==> src/common/iofd_defines.vh <==
`ifndef IOFD_DEFINES_VH
`define IOFD_DEFINES_VH
`define IOFD_ADR_CTRL       32'h0000_0000
`define IOFD_ADR_INSN       32'h0000_0004
`define IOFD_ADR_DEC0       32'h0000_0008
`define IOFD_ADR_DEC1       32'h0000_000C
`define IOFD_ADR_DEC2       32'h0000_0010
`define IOFD_ADR_TABLE_POINTER     32'h0000_0014
`define IOFD_ADR_PROD       32'h0000_0018
`define IOFD_ADR_LATCH      32'h0000_001C
`define IOFD_ADR_BANK       32'h0000_0020
`define IOFD_FMT_BYTE       3'h0
`define IOFD_FMT_BIT        3'h1
`define IOFD_FMT_LIT8       3'h2
`define IOFD_FMT_LIT12      3'h3
`define IOFD_FMT_LIT20      3'h4
`define IOFD_FMT_BRREL      3'h5
`define IOFD_FMT_MOVE       3'h6
`define IOFD_FMT_INDEX      3'h7
`define IOFD_STEP_NONE      2'h0
`define IOFD_STEP_POSTINC   2'h1
`define IOFD_STEP_POSTDEC   2'h2
`define IOFD_STEP_PREINC    2'h3
`define IOFD_SECOND_TAG     4'hF
`define IOFD_ACCESS_SPLIT   8'h80
`define IOFD_ACCESS_HIBANK  4'hF
`define IOFD_RST_BANK       4'h0
`endif

==> src/iofd_decoder.v <==
// Implementation choices: the Wishbone register port and the address map.
`timescale 1ns/1ps
`default_nettype none
`include "iofd_defines.vh"
module iofd_decoder (
  input  wire        core_clk,
  input  wire        rstn,
  input  wire        wb_cyc_i,
  input  wire        wb_stb_i,
  input  wire        wb_we_i,
  input  wire [31:0] wb_adr_i,
  input  wire [3:0]  wb_sel_i,
  input  wire [31:0] wb_dat_i,
  output reg  [31:0] wb_dat_o,
  output reg         wb_ack_o,
  output wire        wb_err_o
);
  // ****************************************
  // reset synchroniser
  // ****************************************
  reg rst_s1_q;
  reg rst_s2_q;
  always @(posedge core_clk or negedge rstn) begin
    if (!rstn) begin
      rst_s1_q <= 1'b0;
      rst_s2_q <= 1'b0;
    end else begin
      rst_s1_q <= 1'b1;
      rst_s2_q <= rst_s1_q;
    end
  end
  wire rst_n = rst_s2_q;

  // ****************************************
  // registers
  // ****************************************
  reg [2:0]  fmt_q;
  reg [15:0] word0_q;
  reg [15:0] word1_q;
  reg [3:0]  bank_q;
  reg [20:0] table_pointer_q;
  reg [7:0]  prod_hi_q;
  reg [7:0]  prod_lo_q;
  reg [7:0]  pc_hi_latch_q;
  reg [7:0]  pc_up_latch_q;
  reg [7:0]  table_latch_q;

  // ****************************************
  // field decode
  // ****************************************
  wire        dest_sel;
  wire        access_sel;
  wire [7:0]  file_addr;
  wire [2:0]  bit_index;
  wire [7:0]  bit_mask;
  wire [1:0]  ptr_sel;
  wire [11:0] data_addr;
  wire        second_word;
  wire        second_ok;

  iofd_word_split u_split (
    .word        (word0_q),
    .bank        (bank_q),
    .dest_sel    (dest_sel),
    .access_sel  (access_sel),
    .file_addr   (file_addr),
    .bit_index   (bit_index),
    .bit_mask    (bit_mask),
    .ptr_sel     (ptr_sel),
    .data_addr   (data_addr),
    .second_word (second_word)
  );

  assign second_ok = (word1_q[15:12] == `IOFD_SECOND_TAG);

  wire [11:0] move_src  = word0_q[11:0];
  wire [11:0] move_dst  = word1_q[11:0];
  wire [6:0]  ofs_src   = word0_q[13:7];
  wire [6:0]  ofs_dst   = word0_q[6:0];
  wire [1:0]  tbl_step  = word0_q[1:0];
  // the fast mode bit sits just above the low operand byte of a call
  wire        fast_sel  = word0_q[8];

  // literal width chosen by format; upper 12 bits from the second word for LIT20 only
  reg [19:0] literal;
  always @* begin
    case (fmt_q)
      `IOFD_FMT_LIT12: literal = {8'h00, word0_q[11:0]};
      `IOFD_FMT_LIT20: literal = {word1_q[11:0], word0_q[7:0]};
      default:         literal = {12'h000, word0_q[7:0]};
    endcase
  end

  // relative offset sign-extended; absolute target taken as is
  wire [19:0] jump_target = (fmt_q == `IOFD_FMT_BRREL) ?
                            {{12{word0_q[7]}}, word0_q[7:0]} : literal;
  wire        jump_rel    = (fmt_q == `IOFD_FMT_BRREL);

  // lone second word is a no-op
  wire is_nop = second_word;
  wire wr_acc = !is_nop && (fmt_q == `IOFD_FMT_BYTE) && !dest_sel;
  wire wr_reg = !is_nop && (fmt_q == `IOFD_FMT_BYTE) && dest_sel;
  wire shadow_use = !is_nop && fast_sel;

  wire [20:0] tbl_access;
  wire [20:0] tbl_next;
  iofd_table_step u_step (
    .ptr         (table_pointer_q),
    .step        (tbl_step),
    .access_addr (tbl_access),
    .next_ptr    (tbl_next)
  );

  // ****************************************
  // wishbone slave
  // ****************************************
  wire req    = wb_cyc_i && wb_stb_i && !wb_ack_o;
  wire wr     = req && wb_we_i;
  wire hit    = (wb_adr_i == `IOFD_ADR_CTRL)   || (wb_adr_i == `IOFD_ADR_INSN) ||
                (wb_adr_i == `IOFD_ADR_DEC0)   || (wb_adr_i == `IOFD_ADR_DEC1) ||
                (wb_adr_i == `IOFD_ADR_DEC2)   || (wb_adr_i == `IOFD_ADR_TABLE_POINTER) ||
                (wb_adr_i == `IOFD_ADR_PROD)   || (wb_adr_i == `IOFD_ADR_LATCH) ||
                (wb_adr_i == `IOFD_ADR_BANK);
  assign wb_err_o = 1'b0;

  function [31:0] lane_merge;
    input [31:0] old;
    input [31:0] nw;
    input [3:0]  sel;
    integer i;
    begin
      for (i = 0; i < 4; i = i + 1) begin
        lane_merge[i*8 +: 8] = sel[i] ? nw[i*8 +: 8] : old[i*8 +: 8];
      end
    end
  endfunction

  wire [31:0] ctrl_rd   = {29'h0, fmt_q};
  wire [31:0] insn_rd   = {word1_q, word0_q};
  wire [31:0] tbl_rd    = {3'h0, table_latch_q, table_pointer_q};
  wire [31:0] prod_rd   = {16'h0, prod_hi_q, prod_lo_q};
  wire [31:0] latch_rd  = {16'h0, pc_up_latch_q, pc_hi_latch_q};
  wire [31:0] bank_rd   = {28'h0, bank_q};
  wire [31:0] ctrl_m    = lane_merge(ctrl_rd,  wb_dat_i, wb_sel_i);
  wire [31:0] insn_m    = lane_merge(insn_rd,  wb_dat_i, wb_sel_i);
  wire [31:0] tbl_m     = lane_merge(tbl_rd,   wb_dat_i, wb_sel_i);
  wire [31:0] prod_m    = lane_merge(prod_rd,  wb_dat_i, wb_sel_i);
  wire [31:0] latch_m   = lane_merge(latch_rd, wb_dat_i, wb_sel_i);
  wire [31:0] bank_m    = lane_merge(bank_rd,  wb_dat_i, wb_sel_i);

  // decoded views
  wire [31:0] dec0 = {wr_acc, wr_reg, access_sel, is_nop, second_ok, bit_index,
                      bit_mask, ptr_sel, data_addr, 2'h0};
  wire [31:0] dec1 = {move_dst, move_src, ofs_src[6:0], shadow_use};
  wire [31:0] dec2 = {jump_rel, 1'b0, tbl_step, jump_target, file_addr};

  always @(posedge core_clk or negedge rst_n) begin
    if (!rst_n) begin
      fmt_q         <= `IOFD_FMT_BYTE;
      word0_q       <= 16'h0000;
      word1_q       <= 16'h0000;
      bank_q        <= `IOFD_RST_BANK;
      table_pointer_q      <= 21'h000000;
      prod_hi_q     <= 8'h00;
      prod_lo_q     <= 8'h00;
      pc_hi_latch_q <= 8'h00;
      pc_up_latch_q <= 8'h00;
      table_latch_q <= 8'h00;
      wb_ack_o      <= 1'b0;
      wb_dat_o      <= 32'h0000_0000;
    end else begin
      wb_ack_o <= req;
      if (req) begin
        case (wb_adr_i)
          `IOFD_ADR_CTRL:   wb_dat_o <= ctrl_rd;
          `IOFD_ADR_INSN:   wb_dat_o <= insn_rd;
          `IOFD_ADR_DEC0:   wb_dat_o <= dec0;
          `IOFD_ADR_DEC1:   wb_dat_o <= dec1;
          `IOFD_ADR_DEC2:   wb_dat_o <= {ofs_dst[6:0], dec2[24:0]};
          `IOFD_ADR_TABLE_POINTER: wb_dat_o <= tbl_rd;
          `IOFD_ADR_PROD:   wb_dat_o <= prod_rd;
          `IOFD_ADR_LATCH:  wb_dat_o <= latch_rd;
          `IOFD_ADR_BANK:   wb_dat_o <= bank_rd;
          default:          wb_dat_o <= 32'h0000_0000;
        endcase
      end
      if (wr && hit) begin
        case (wb_adr_i)
          `IOFD_ADR_CTRL: begin
            fmt_q <= ctrl_m[2:0];
          end
          `IOFD_ADR_INSN: begin
            word0_q <= insn_m[15:0];
            word1_q <= insn_m[31:16];
          end
          `IOFD_ADR_TABLE_POINTER: begin
            table_pointer_q      <= tbl_m[20:0];
            table_latch_q <= tbl_m[28:21];
          end
          `IOFD_ADR_PROD: begin
            prod_lo_q <= prod_m[7:0];
            prod_hi_q <= prod_m[15:8];
          end
          `IOFD_ADR_LATCH: begin
            pc_hi_latch_q <= latch_m[7:0];
            pc_up_latch_q <= latch_m[15:8];
          end
          `IOFD_ADR_BANK: begin
            bank_q <= bank_m[3:0];
          end
          default: begin
            fmt_q <= fmt_q;
          end
        endcase
      end else if (req && !wb_we_i && (wb_adr_i == `IOFD_ADR_DEC2)) begin
        // reading the step view performs the table step; ignored bits are unused
        table_pointer_q <= tbl_next;
      end
    end
  end

  // table access address for the current step, not exposed through the dec views; only reduced into unused_ok
  wire unused_ok = ^tbl_access;
endmodule
`default_nettype wire

==> src/iofd_table_step.v <==
`timescale 1ns/1ps
`default_nettype none
`include "iofd_defines.vh"
module iofd_table_step (
  input  wire [20:0] ptr,
  input  wire [1:0]  step,
  output reg  [20:0] access_addr,
  output reg  [20:0] next_ptr
);
  // ****************************************
  // table pointer step
  // ****************************************
  always @* begin
    access_addr = ptr;
    next_ptr    = ptr;
    case (step)
      `IOFD_STEP_NONE: begin
        next_ptr = ptr;
      end
      `IOFD_STEP_POSTINC: begin
        next_ptr = ptr + 21'h1;
      end
      `IOFD_STEP_POSTDEC: begin
        next_ptr = ptr - 21'h1;
      end
      default: begin
        access_addr = ptr + 21'h1;
        next_ptr    = ptr + 21'h1;
      end
    endcase
  end
endmodule
`default_nettype wire

==> src/iofd_word_split.v <==
`timescale 1ns/1ps
`default_nettype none
`include "iofd_defines.vh"
module iofd_word_split (
  input  wire [15:0] word,
  input  wire [3:0]  bank,
  output wire        dest_sel,
  output wire        access_sel,
  output wire [7:0]  file_addr,
  output wire [2:0]  bit_index,
  output wire [7:0]  bit_mask,
  output wire [1:0]  ptr_sel,
  output wire [11:0] data_addr,
  output wire        second_word
);
  // ****************************************
  // field split
  // ****************************************
  assign dest_sel    = word[9];
  assign access_sel  = word[8];
  assign file_addr   = word[7:0];
  assign bit_index   = word[11:9];
  assign bit_mask    = 8'h01 << bit_index;
  assign ptr_sel     = word[1:0];
  assign second_word = (word[15:12] == `IOFD_SECOND_TAG);
  // access RAM maps low half to bank 0, upper half to the top bank
  assign data_addr = access_sel ? {bank, file_addr} :
                     {(file_addr < `IOFD_ACCESS_SPLIT) ? 4'h0 : `IOFD_ACCESS_HIBANK,
                      file_addr};
endmodule
`default_nettype wire

==> config.mk <==
export PLATFORM = sky130hd
export DESIGN_NAME = iofd_decoder
export DESIGN_NICKNAME = d
export VERILOG_FILES = /design/src/iofd_decoder.v /design/src/iofd_table_step.v /design/src/iofd_word_split.v
export VERILOG_INCLUDE_DIRS = /design/src /design/src/common
export SDC_FILE = /design/constraint.sdc
export NUM_CORES = 1
export LEC_CHECK = 0
export BUFFER_PORTS_ARGS = -buffer_cell sky130_fd_sc_hd__clkbuf_2
export CORE_UTILIZATION = 43
export CTS_CLUSTER_DIAMETER = 30
export CTS_CLUSTER_SIZE = 30
export DETAILED_ROUTE_END_ITERATION = 6
export SYNTH_ARGS = -nofsm -noshare
export SYNTH_HDL_FRONTEND = slang
export SYNTH_SLANG_ARGS = --single-unit
==> constraint.sdc <==
create_clock -name core_clk -period 4.9 [get_ports core_clk]
set_clock_uncertainty 0.1 [all_clocks]
set_input_delay 1.47 -clock core_clk [delete_from_list [all_inputs] [get_ports core_clk]]
set_output_delay 1.47 -clock core_clk [all_outputs]
set_load 0.02 [all_outputs]
* Word level (Yosys, flattened, before mapping) *
Cells that the tools add are included.

storage, ports and cells
  word-level logic and storage cells = 95
  latch bits = 0
  memories kept = 0
  input port bits = 73
  memory bits (writable) = 0
  output and inout bits = 34
  flip-flop bits (word level) = 135
  bits in read-only memories = 0

operators by class
  magnitude comparators = 1
  eq/ne operators = 19
  divide/modulo/power cells = 0
  muxes and demuxes = 12
  shifts and indexed selects = 1
  bitwise operators = 0
  add/subtract/negate cells = 2
  reduce and logical (&&, ||, !) cells = 41
  $mul = 0

operators with widths
  cell                     number
  $pmux W32 S9             1
  $eq A32 B5 Y1 const B    4
  $eq A32 B4 Y1 const B    2
  $mux W21                 3
  $pmux W21 S2             1
  $reduce_and A3 Y1        12
  $pmux W17 S2             1
  $eq A32 B3 Y1 const B    1
  $eq A32 B6 Y1 const B    1
  $logic_not A32 Y1        1
  $add A21 B1 Y21 const B  1
  $sub A21 B1 Y21 const B  1
  $mux W17                 1
  $mux W8                  2
  $mux W12                 1
  $reduce_and A4 Y1        3
  $logic_and A1 B1 Y1      10
  $ne A2 B2 Y1 const B     5
  $eq A4 B4 Y1 const B     2
  $logic_or A1 B1 Y1       8
  $lt A8 B8 Y1 const B     1
  $shl A1 B3 Y8 const A    1
  $eq A3 B3 Y1 const B     2
  $mux W5                  1
  7 further kinds          10

* Longest topological paths before layout *
Gate-level depths: netlist of the first run.

  depth after elaboration = 12
  gate-level depth with buffers = 12
  depth with buffers taken out = 11

* Modules after synthesis *
From an unflattened synthesis of the first run, not the netlist that was laid out.

unflattened totals
  cell total of the unflattened synthesis = 828
  area, all modules = 8598.2 sq um

modules (own cells, without submodules)
  module           cells each  sequential area each (sq um)  instances  area each (sq um)
  iofd_decoder     622         3378.2                        1          7153.1
  iofd_table_step  170         0.0                           1          1158.6
  iofd_word_split  36          0.0                           1          286.5

* Worst setup path before layout of the first run *
OpenSTA, ideal clock, no wires.

  path type = input to register
  start point = in wb_adr_i[22]
  end point = reg prod_hi_q[0]
  setup slack = 1.308 ns
  path buffers = 2
  setup time = 0.125 ns
  required time = 4.675 ns
  arrival time = 3.367 ns
  stages = 8
  cell sequence = nor4_1 -> nand3_2 -> nor4_4 -> and2_1 -> buf_4 -> and4_1 -> buf_4 -> mux2_2

on the way
  longest elaborated chain between the ends = 11
  elaborated cells between the ends (all ways) = 19
  classes of those cells = eq/ne: 8; reduce/logical: 11

RTL lines
  what                                                line                RTL
  start, declared                                     iofd_decoder.v:11   input wire [31:0] wb_adr_i,
  $eq A32 B3 Y1 or $logic_not A32 Y1 (tied branches)  -
  $logic_or A1 B1 Y1 (8 in series)                    iofd_decoder.v:119  wire hit = (wb_adr_i == `IOFD_ADR_CTRL) || (wb_adr_i == `IOFD_ADR_INSN) ||
  $logic_and A1 B1 Y1                                 iofd_decoder.v:187  if (wr && hit) begin
  $reduce_and A3 Y1 (no source line) (*)              -
  end signal, assigned                                iofd_decoder.v:202  prod_hi_q <= prod_m[15:8];
  end, declared                                       iofd_decoder.v:42   reg [7:0] prod_hi_q;

Every way passes the cells marked *; elsewhere a longest branch is shown, timed or not.
A chain may end at the register's enable or synchronous reset.

* Worst setup path in the final report of the first run *
  start point = reg word0_q[0]
  end point = reg table_pointer_q[14]

on the way
  longest elaborated chain between the ends = 4
  elaborated cells between the ends (all ways) = 7
  classes of those cells = eq/ne: 2; mux: 3; reduce/logical: 2

RTL lines
  what                                              line                  RTL
  start, declared                                   iofd_decoder.v:38     reg [15:0] word0_q;
  start signal, assigned                            iofd_decoder.v:193    word0_q <= insn_m[15:0];
  $eq A2 B2 Y1 or $logic_not A2 Y1 (tied branches)  iofd_table_step.v:16  case (step)
  $pmux W21 S2                                      iofd_table_step.v:16
  $mux W21                                          iofd_decoder.v:215    end else if (req && !wb_we_i && (wb_adr_i == `IOFD_ADR_DEC2)) begin
  $mux W21                                          iofd_decoder.v:187
  end signal, assigned                              iofd_decoder.v:197    table_pointer_q <= tbl_m[20:0];
  end signal, assigned                              iofd_decoder.v:217    table_pointer_q <= tbl_next;
  end, declared                                     iofd_decoder.v:41     reg [20:0] table_pointer_q;

Several ways; a longest one is shown, not always the timed one. The select of a mux whose other input is x is not followed.

==> reports/results.txt, run 1 <==
Die Wd -> 135 um
slowest CP cell -> inv_1
Clock Pin Slew Worst Setup and Hold Paths -> 0.06 ns
Clock Sink Count -> 135
fillcell total -> 1613
Int Pwr -> 1.86 mW
drt drc -> 0
first-pass GRT wire length -> 36000 um
Via-to-Cell Ratio -> 6.23
grt total ovfl -> 0
# hold bufs at CTS -> 0
Final Core Density -> 51.2%
largest net degree at the start of global routing -> 53
VDD IR-drop max -> 0.000169 V
cells along the critical path -> buf_4 > nand2b_1 > inv_1 > ha_1 > nor2b_1 > o31a_1 > o221a_2 > nor3_1 > nor2_1 > o41ai_1 > xnor2_1 > a221o_1
Worst path max stage delay -> 0.56 ns
setup bufs post-CTS -> 0
I/O Buffers -> 105
worst hold margin -> 0.179 ns
fin nets -> 919
syn_area_per_cell -> 10.4 um2
total nets after synthesis -> 819
Synth warnings -> 0
CTS resizes -> 0
vias in the first global route -> 6369
Top Family by Delay on Critical Path -> compound AO/OA/AOI/OAI gates
area grow syn2layout -> 16.8%
Clock Path Buffers -> 2
final worst-path cycle share -> 80.0%
total CTS buffers -> 17
setup tns final -> 0 ns
drt pass-1 iters -> 6
maximum clock rate -> 255 MHz
post-synthesis mux area share -> 12.4%
clock share of power -> 48.3%
TritonCTS clock tree -> built
Detail Route Antenna Nets -> 0
RSZ-0062 raised after global routing -> no
compound-cell area share of the yosys netlist -> 19.8%
post-layout min period -> 3.92 ns
Yosys cell types -> 70
switching part of the total power -> 22.6%
Post-Synth Adder-Cell Area -> 3.41%
Final Setup Violations -> 0
WL final -> 22900 um
Worst-Margin Slew -> 0.719 ns
initial drt markers -> 781
Final GP Congestion -> 0.955
Rel. slew slack -> 50.8%
Fin. Hold Viols -> 0
gr usage total -> 26.7%
row count -> 48
Synth Instances -> 726
PwrDens -> 273 nW/um2
critical path arrival -> 4.13 ns
crit path kind -> flip-flop to flip-flop
EDFF count, synth -> 0
post-synthesis simple-gate area fraction -> 14.9%
via count -> 6626
status -> finished, final reports clean
HPWL after detailed placement -> 17300 um
die area -> 18100 um2
Synth Area in XOR/XNOR -> 1.39%
layout cells sized above 1 -> 30.0%
main combinational cell family by area after synthesis -> compound AO/OA/AOI/OAI gates
core area -> 17200 um2
Clock H-tree levels -> 4
Startpoint Class -> flip-flop
switching power -> 543 uW
crit path max fanout -> 19
P_leak -> 4.34 nW
Primary FF master, synth -> dfrtp_1
Die Y -> 135 um
# Max-Cap Violations -> 0
Setup crit end kind -> flip-flop
max-slew violations -> 0
Root Buffer -> clkbuf_16
sequential share of power -> 47.1%
Post-Syn Area -> 7560 um2
Hold WC Path Type -> flip-flop to asynchronous set/reset pin
fraction of registers with async set/reset -> 100%
Yosys reg bits -> 135
Ports -> 107
CP Buf/Inv Count -> 2
Critical Path RT -> 5.11 ns
sequential element share of the synthesized area -> 44.7%
initial antenna violation count -> 0
Logic pwr share -> 4.6%
Worst-Skew Late Latency -> 0.43 ns
Initial Util -> 43.9%
WL/cell -> 21.5 um
antenna fix cells -> 0
-- synth_stat cells, types with 3 or more instances --
cell type / n / area, um2
nor2_1: 47 / 176
and3_1: 5 / 31.3
nand2_1: 67 / 251
clkbuf_1: 20 / 75.1
a222oi_1: 21 / 210
and4_1: 4 / 35.0
nand3b_1: 4 / 30.0
dfrtp_1: 135 / 3380
o22ai_1: 3 / 18.8
ha_1: 19 / 238
mux2_2: 79 / 890
o211ai_1: 3 / 22.5
o21bai_1: 3 / 22.5
a21oi_1: 45 / 225
o21a_1: 5 / 37.5
xnor2_1: 4 / 35.0
nor3_1: 9 / 45.0
or3_1: 7 / 43.8
inv_1: 7 / 26.3
a21o_1: 23 / 173
o21ai_0: 37 / 185
a22oi_1: 19 / 143
nand4_1: 5 / 31.3
o31a_1: 3 / 26.3
nor4_1: 6 / 37.5
nand3_1: 12 / 60.1
a22o_1: 4 / 35.0
nand2b_1: 7 / 43.8
buf_2: 11 / 55.1
xor2_1: 8 / 70.1
a31oi_1: 14 / 87.6
nor2b_1: 8 / 50.1
nand3_2: 4 / 40.0
a211oi_1: 5 / 37.5
nor4_2: 4 / 50.1
buf_4: 10 / 75.1
mux2i_1: 4 / 40.0
a31o_2: 3 / 26.3
and2_1: 3 / 18.8
a221oi_1: 14 / 123
-- layout make-up --
class / instances / area [um2] / area share, %
multi-input combinational: 541 / 3940 / 44.6
sequential: 135 / 3380 / 38.3
timing repair buffer: 123 / 661 / 7.48
clock buffer: 23 / 458 / 5.19
tap: 225 / 282 / 3.19
clock inverter: 9 / 77.6 / 0.878
inverter: 8 / 30.0 / 0.340
-- power groups by stage --
stage	Combinational [mW]	Clock, mW	Sequential [mW]
2_1_floorplan	0.0261	0	1.17
3_3_place_gp	0.110	0	1.15
3_5_place_dp	0.112	0	1.15
4_1_cts	0.112	1.18	1.13
5_1_grt	0.122	1.23	1.13
6_report	0.111	1.16	1.13
-- per-layer routing --
metal	up-vias	routed length, um	global-route usage (%)
li1	2972	-	-
met5	-	0	0
met2	282	10300	40.2
met4	0	783	13.5
met1	3310	10200	37.0
met3	62	1600	4.65
-- cell usage in the layout (no fill, tap or decap), types with 18 or more instances in the layout --
master | synthesis | final
ha_1 | 19 | 19
buf_4 | 10 | 18
dfrtp_1 | 135 | 134
nor2_1 | 47 | 47
a21oi_1 | 45 | 45
clkbuf_2 | 0 | 105
o21ai_0 | 37 | 37
mux2_2 | 79 | 79
nand2_1 | 67 | 67
a21o_1 | 23 | 23
a222oi_1 | 21 | 21
a22oi_1 | 19 | 19
-- through the flow --
step                      power [mW]  setup WS (ns)  cells  area [um2]
after global routing            2.49          0.794   1064        8830
after global placement          1.26          0.730   1032        8300
after floorplan                 1.20          0.760    726        7560
after CTS                       2.43          0.997   1064        8830
after detailed placement        1.26          0.583   1032        8300
final                           2.41          0.980   1064        8830
-- final timing paths --
kind,from,to,slack [ns],cells past startpoint
min reg2reg,rst_n$_DFF_PN0_,wb_dat_o[26]$_DFFE_PN0P_,0.18,0
max in group asynchronous,rst_n$_DFF_PN0_,fmt_q[2]$_DFFE_PN0P_,3.49,1
max,word0_q[0]$_DFFE_PN0P_,table_pointer_q[14]$_DFFE_PN0P_,0.98,12
max reg2reg,word0_q[0]$_DFFE_PN0P_,table_pointer_q[14]$_DFFE_PN0P_,0.98,12
min,rst_n$_DFF_PN0_,wb_dat_o[26]$_DFFE_PN0P_,0.18,0
min in group core_clk,rst_s1_q$_DFF_PN0_,rst_n$_DFF_PN0_,0.25,0
-- cell families after synthesis --
logic type,count (synthesis)
AO/OA/AOI/OAI,216
AND/OR/NAND/NOR,207
flip-flops,135
multiplexers,84
buffers and inverters,50
adder cells (fa/ha/maj),20
XOR/XNOR,12
other,2
-- registers in the layout, summed over array words and instances, names as in the netlist --
name,count
bank_q,4
fmt_q,3
pc_hi_latch_q,8
pc_up_latch_q,8
prod_hi_q,8
prod_lo_q,8
rst_n,1
rst_s1_q,1
table_latch_q,8
table_pointer_q,21
wb_ack_o,1
wb_dat_o,32
word0_q,16
word1_q,16
-- worst reg2reg max path, stage by stage (launching register included) --
cell      delay (ns)
dfrtp_1         0.35
buf_4           0.18
nand2b_1        0.28
inv_1           0.56
ha_1            0.39
nor2b_1         0.16
o31a_1          0.31
o221a_2         0.26
nor3_1          0.26
nor2_1          0.12
o41ai_1         0.39
xnor2_1         0.13
a221o_1         0.30
No activity file was read; power rests on OpenSTA's default activity.
==> run 2, diff against run 1 <==
- PLACE_DENSITY: unset -> 0.65
- clock period: 4.9 -> 3.6 ns (I/O delays scaled with it)
==> run 2 against run 1 <==
  * Register-to-register slack worse by 0.41 ns
  * Clock power increased by 49%
  * Via count down 0.56%
  * Clock-buffer cell count down 1
  * Total power rose by 42%
==> reports/results.txt, run 2 (synthesis results as in run 1) <==
crit path max fanout -> 8 (-11)
first-pass GRT wire length -> 35900 um (-0.34%)
setup tns final -> 0 ns (unchanged)
Worst-Skew Late Latency -> 0.43 ns (about the same)
Worst R2R End -> table_pointer_q[14]$_DFFE_PN0P_
Critical Path RT -> 3.81 ns (-1.30 ns)
CP endpoint -> pc_hi_latch_q[2]$_DFFE_PN0P_
final worst-path cycle share -> 90.0%
most frequent cells in the layout -> 134 x dfrtp_1, 105 x clkbuf_2, 79 x mux2_2, 67 x nand2_1, 47 x nor2_1
Reg2Reg Depth -> 11 (-1)
fillcell total -> 1526 (-5.4%)
Clock Pin Slew Worst Setup and Hold Paths -> 0.06 ns (about the same)
most common cell after layout, fill and taps aside -> dfrtp_1
layout cells sized above 1 -> 32.1% (+2.0 points)
Initial Util -> 43.9% (unchanged)
switching power -> 768 uW (+41%)
setup bufs post-CTS -> 0 (unchanged)
HPWL after detailed placement -> 17000 um (-1.6%)
crit path kind -> input pin to flip-flop
via count -> 6589 (-0.56%)
Final GP Congestion -> 0.926 (-3.1%)
row count -> 48 (unchanged)
switching part of the total power -> 22.4% (-0.19 points)
critical path arrival -> 3.45 ns (-0.68 ns)
Die Wd -> 135 um (unchanged)
initial drt markers -> 852 (+9.1%)
top routing layer used -> met4
Critical Path Source -> wb_adr_i[29]
post-route cell area -> 9100 um2 (+3.0%)
Setup crit end kind -> flip-flop
post-layout min period -> 3.24 ns
Reg-to-Reg Start -> word0_q[0]$_DFFE_PN0P_
VDD IR-drop max -> 0.000245 V (+45%)
vias in the first global route -> 6398 (+0.46%)
met2 wire length -> 9930 um (-3.8%)
max-slew violations -> 0 (unchanged)
Final Setup Violations -> 0 (unchanged)
TritonCTS clock tree -> built
Hold WC Path Type -> flip-flop to flip-flop
Fin. Hold Viols -> 0 (unchanged)
RSZ-0062 raised after global routing -> no
Top reg by flops -> wb_dat_o
Detail Route Antenna Nets -> 0 (unchanged)
area grow syn2layout -> 20.4%
drt pass-1 iters -> 5 (-1)
Final Core Density -> 52.8% (+1.6 points)
gr usage total -> 26.3% (-0.37 points)
P_leak -> 4.50 nW (+3.6%)
die area -> 18100 um2 (unchanged)
antenna fix cells -> 0 (unchanged)
Rel. slew slack -> 42.9% (-7.9 points)
fin cells -> 1089 (+2.3%)
Via-to-Cell Ratio -> 6.05 (-2.8%)
Cells after DPL -> 1058 (+2.5%)
Root Buffer -> clkbuf_16
routed length on met1 -> 10200 um (-0.26%)
Clock H-tree levels -> 4 (unchanged)
WL/cell -> 21.0 um (-2.6%)
# hold bufs at CTS -> 0 (unchanged)
Worst-Margin Slew -> 0.857 ns (+0.138 ns)
drt drc -> 0 (unchanged)
I/O Buffers -> 105 (unchanged)
Ports -> 107 (unchanged)
setup slack, reg-to-reg -> 0.57 ns (-0.41 ns)
Die Y -> 135 um (unchanged)
grt total ovfl -> 0 (unchanged)
DP Area -> 8530 um2 (+2.8%)
initial antenna violation count -> 1 (+1)
met3 routed WL -> 2000 um (+25%)
CTS resizes -> 0 (unchanged)
fin nets -> 945 (+2.8%)
worst hold margin -> 0.258 ns (+0.0782 ns)
Clock Path Buffers -> 2 (unchanged)
Int Pwr -> 2.66 mW (+43%)
Clock Sink Count -> 135 (unchanged)
Startpoint Class -> input pin
maximum clock rate -> 309 MHz
# Max-Cap Violations -> 0 (unchanged)
Regs by FF count -> wb_dat_o: 32 flops, table_pointer_q: 21 flops
WL final -> 22800 um (-0.31%)
sequential share of power -> 45.2% (-1.9 points)
Logic pwr share -> 4.4% (-0.2 points)
core area -> 17200 um2 (unchanged)
Largest register FFs -> 32 (unchanged)
status -> finished, final reports clean
PwrDens -> 377 nW/um2 (+38%)
clock share of power -> 50.4% (+2.1 points)
total CTS buffers -> 17 (unchanged)
largest net degree at the start of global routing -> 70 (+32%)
-- run 2: cell count changes in the layout (fill, tap and decap cells not counted) --
cell / delta
buf_12: +3
buf_4: +23
bufinv_16: +2
clkbuf_8: -1
clkinv_2: -2
-- run 2: final cells by class --
class                   count  area (um2)  share of cell area [%]
multi-input cells         541        3940                    43.3
flip-flops and latches    135        3380                    37.2
inverters                   8        30.0                   0.330
well taps                 225         282                    3.09
clock buffers              22         444                    4.88
repair buffers            149         893                    9.82
clock inverters             9         128                    1.40
-- run 2: how the worst min path moves through the flow --
stage,end,slack (ns),cells after the start,from
2_1_floorplan,rst_n$_DFF_PN0_,0.23,0,rst_s1_q$_DFF_PN0_
3_3_place_gp,rst_n$_DFF_PN0_,0.24,0,rst_s1_q$_DFF_PN0_
3_5_place_dp,rst_n$_DFF_PN0_,0.25,0,rst_s1_q$_DFF_PN0_
4_1_cts,rst_n$_DFF_PN0_,0.26,0,rst_s1_q$_DFF_PN0_
5_1_grt,rst_n$_DFF_PN0_,0.26,0,rst_s1_q$_DFF_PN0_
6_report,rst_n$_DFF_PN0_,0.26,0,rst_s1_q$_DFF_PN0_
-- run 2: through the flow --
stage | setup WS (ns) | power (mW)
final | 0.361 | 3.43
after detailed placement | -0.00891 | 1.73
after CTS | 0.401 | 3.45
after floorplan | 0.398 | 1.63
after global placement | -0.0220 | 1.73
after global routing | 0.249 | 3.53
-- run 2: power groups by stage --
| stage | clock, mW | sequential (mW) | combinational, mW |
|---|---|---|---|
| CTS | 1.74 | 1.55 | 0.153 |
| global route | 1.82 | 1.55 | 0.164 |
| global placement | 0 | 1.58 | 0.153 |
| detailed placement | 0 | 1.58 | 0.152 |
| floorplan | 0 | 1.59 | 0.0356 |
| finish | 1.73 | 1.55 | 0.152 |
-- run 2: worst max-delay path: stages --
cell	delay, ns
clkbuf_2	0.08
nor4_1	0.27
buf_4	0.16
nand3_2	0.18
nor3_4	0.21
buf_4	0.18
nand2_1	0.14
nor2_1	0.37
nand2_1	0.37
mux2_2	0.39
-- run 2: layer usage --
layer  global-route usage [%]  vias up
met5                        0        -
met3                     5.89       58
met2                     38.4      326
met4                     11.8        0
met1                     37.3     3195
li1                         -     3010
==> run 3, diff against run 2 <==
- CORE_ASPECT_RATIO: unset -> 0.7
==> run 3 against run 2 <==
  * Sequential share of layout area is 0.26 points lower
  * Critical endpoint is now word1_q[6]$_DFFE_PN0P_
  * Sequential power hardly changed
  * Combinational power is 4% higher
  * Total power is 4.0% higher
  * Non-clock buffer count is 1 lower
  * Worst hold slack worse by 0.085 ns
  * Design area is 0.71% higher
  * Core utilization is 0.59 points higher
  * Largest power group unchanged
  * Via count is 0.49% lower
==> reports/results.txt, run 3 (synthesis results as in run 1) <==
most common cell after layout, fill and taps aside -> dfrtp_1
I/O Buffers -> 105 (unchanged)
crit path kind -> input pin to flip-flop
Hold WC Path Type -> flip-flop to asynchronous set/reset pin
Final GP Congestion -> 0.925 (-0.16%)
Worst-Margin Slew -> 0.721 ns (-0.137 ns)
drt pass-1 iters -> 7 (+2)
# Max-Cap Violations -> 0 (unchanged)
# hold bufs at CTS -> 0 (unchanged)
CTS resizes -> 0 (unchanged)
P_leak -> 4.53 nW (+0.69%)
Die Y -> 113 um (-16%)
most frequent cells in the layout -> 134 x dfrtp_1, 105 x clkbuf_2, 79 x mux2_2, 67 x nand2_1, 47 x nor2_1
post-layout min period -> 3.27 ns (+0.0263 ns)
cells along the critical path -> clkbuf_2 > nor4_1 > nand3_2 > nor3_4 > nor4bb_1 > buf_4 > nand3_2 > mux2_2
worst hold margin -> 0.173 ns (-0.0846 ns)
RSZ-0062 raised after global routing -> no
via count -> 6557 (-0.49%)
VDD IR-drop max -> 0.000265 V (+8.2%)
status -> finished, final reports clean
Setup crit end kind -> flip-flop
CP Buf/Inv Count -> 2 (-1)
Die Wd -> 160 um (+19%)
Final Setup Violations -> 0 (unchanged)
Clock Pin Slew Worst Setup and Hold Paths -> 0.07 ns (about the same)
drt drc -> 0 (unchanged)
initial drt markers -> 830 (-2.6%)
Top reg by flops -> wb_dat_o
post-route cell area -> 9170 um2 (+0.71%)
antenna fix cells -> 0 (unchanged)
first-pass GRT wire length -> 36200 um (+0.77%)
PwrDens -> 389 nW/um2 (+3.3%)
layout cells sized above 1 -> 32.5% (+0.46 points)
Critical Path RT -> 3.81 ns (about the same)
area grow syn2layout -> 21.2%
Worst-Skew Late Latency -> 0.42 ns (about the same)
critical path arrival -> 3.48 ns (+0.03 ns)
Reg2Reg Depth -> 12 (+1)
CP most frequent cell -> nand3_2
Startpoint Class -> input pin
final worst-path cycle share -> 90.7% (+0.73 points)
Clock H-tree levels -> 4 (unchanged)
setup slack, reg-to-reg -> 0.58 ns (about the same)
setup bufs post-CTS -> 0 (unchanged)
Reg-to-Reg Start -> word0_q[0]$_DFFE_PN0P_
WL final -> 22900 um (about the same)
Top Family by Delay on Critical Path -> simple AND/OR/NAND/NOR gates
fillcell total -> 1526 (unchanged)
Tot Pwr -> 3.57 mW (+4.0%)
initial antenna violation count -> 0 (-1)
gr usage total -> 26.2% (-0.092 points)
vias in the first global route -> 6264 (-2.1%)
Ports -> 107 (unchanged)
total CTS buffers -> 17 (unchanged)
HPWL after detailed placement -> 17000 um (about the same)
grt total ovfl -> 0 (unchanged)
DP Area -> 8540 um2 (+0.15%)
crit path max fanout -> 9 (+1)
die area -> 18100 um2 (about the same)
Root Buffer -> clkbuf_16
Largest register FFs -> 32 (unchanged)
slowest CP cell -> nor4_1
core area -> 17200 um2 (-0.41%)
Initial Util -> 44.0% (+0.18 points)
Worst R2R End -> table_pointer_q[14]$_DFFE_PN0P_
Via-to-Cell Ratio -> 5.99 (-1.0%)
row count -> 40 (-17%)
fin nets -> 944 (-0.11%)
WL/cell -> 20.9 um (-0.45%)
Clock Path Buffers -> 2 (unchanged)
TritonCTS clock tree -> built
Regs by FF count -> wb_dat_o: 32 flops, table_pointer_q: 21 flops
max-slew violations -> 0 (unchanged)
Clock Sink Count -> 135 (unchanged)
largest net degree at the start of global routing -> 59 (-16%)
Rel. slew slack -> 51.5% (+8.6 points)
Detail Route Antenna Nets -> 0 (unchanged)
Worst path max stage delay -> 0.43 ns (+0.04 ns)
Fin. Hold Viols -> 0 (unchanged)
setup tns final -> 0 ns (unchanged)
maximum clock rate -> 306 MHz (-0.81%)
[run 3: cell count changes in the layout (fill, tap and decap cells not counted)]
cell	previous run	this run
clkinv_4	0	2
clkinvlp_4	3	1
buf_4	41	39
buf_12	3	4
inv_6	0	4
clkbuf_1	5	1
bufinv_16	3	4
[run 3: routing by layer]
layer  global-route usage [%]  wire length (um)  part of all wire, %  vias up
li1                         -                 -                    -     3002
met1                     39.7             11000                   48     3234
met2                     35.9              9450                   41      293
met3                     8.03              2160                  9.4       28
met4                     6.54               292                  1.3        0
met5                        0                 0                    0        -
[run 3: metrics by stage]
step                      util [%]  cells  setup slack [ns]
after global routing          53.4   1095             0.135
after detailed placement      49.8   1063           -0.0143
after floorplan                  -    726             0.398
final                         53.4   1095             0.334
after CTS                     53.4   1095             0.408
after global placement        49.8   1063           -0.0180
[run 3: worst max-delay path by stage]
stage | startpoint | to | slack, ns | cells past startpoint
2_1_floorplan | wb_adr_i[22] | prod_hi_q[0]$_DFFE_PN0P_ | 0.40 | 8
3_3_place_gp | wb_adr_i[29] | prod_lo_q[4]$_DFFE_PN0P_ | -0.02 | 8
3_5_place_dp | wb_adr_i[29] | word1_q[6]$_DFFE_PN0P_ | -0.01 | 8
4_1_cts | wb_adr_i[29] | prod_lo_q[3]$_DFFE_PN0P_ | 0.41 | 8
5_1_grt | wb_adr_i[29] | word0_q[3]$_DFFE_PN0P_ | 0.13 | 8
6_report | wb_adr_i[28] | word1_q[6]$_DFFE_PN0P_ | 0.33 | 8
[run 3: worst register-to-register path, cell delays in order, from the launching register on]
cell and delay, ns:
dfrtp_1 0.37, nand2b_1 0.18, inv_1 0.13, buf_12 0.17, ha_1 0.30, o21a_1 0.21, o31a_1 0.13, o221a_2 0.27
nor3_1 0.20, nor2_1 0.10, o41ai_1 0.31, xnor2_1 0.12, a221o_1 0.31
[run 3: area by class of cell]
cell class | instances | area [um2] | share of cell area, %
clock buffers | 18 | 429 | 4.68
clock inverters | 14 | 195 | 2.13
inverters | 8 | 30.0 | 0.328
multi-input cells | 541 | 3940 | 43.0
flip-flops and latches | 135 | 3380 | 36.9
well taps | 231 | 289 | 3.15
repair buffers | 148 | 898 | 9.80
[run 3: power breakdown]
group / total [mW] / leakage (nW) / internal (mW) / switching, mW
Combinational: 0.158 / 2.35 / 0.0544 / 0.103
Sequential: 1.54 / 1.87 / 1.53 / 0.0131
Clock: 1.87 / 0.305 / 1.17 / 0.702
Total: 3.57 / 4.53 / 2.75 / 0.818
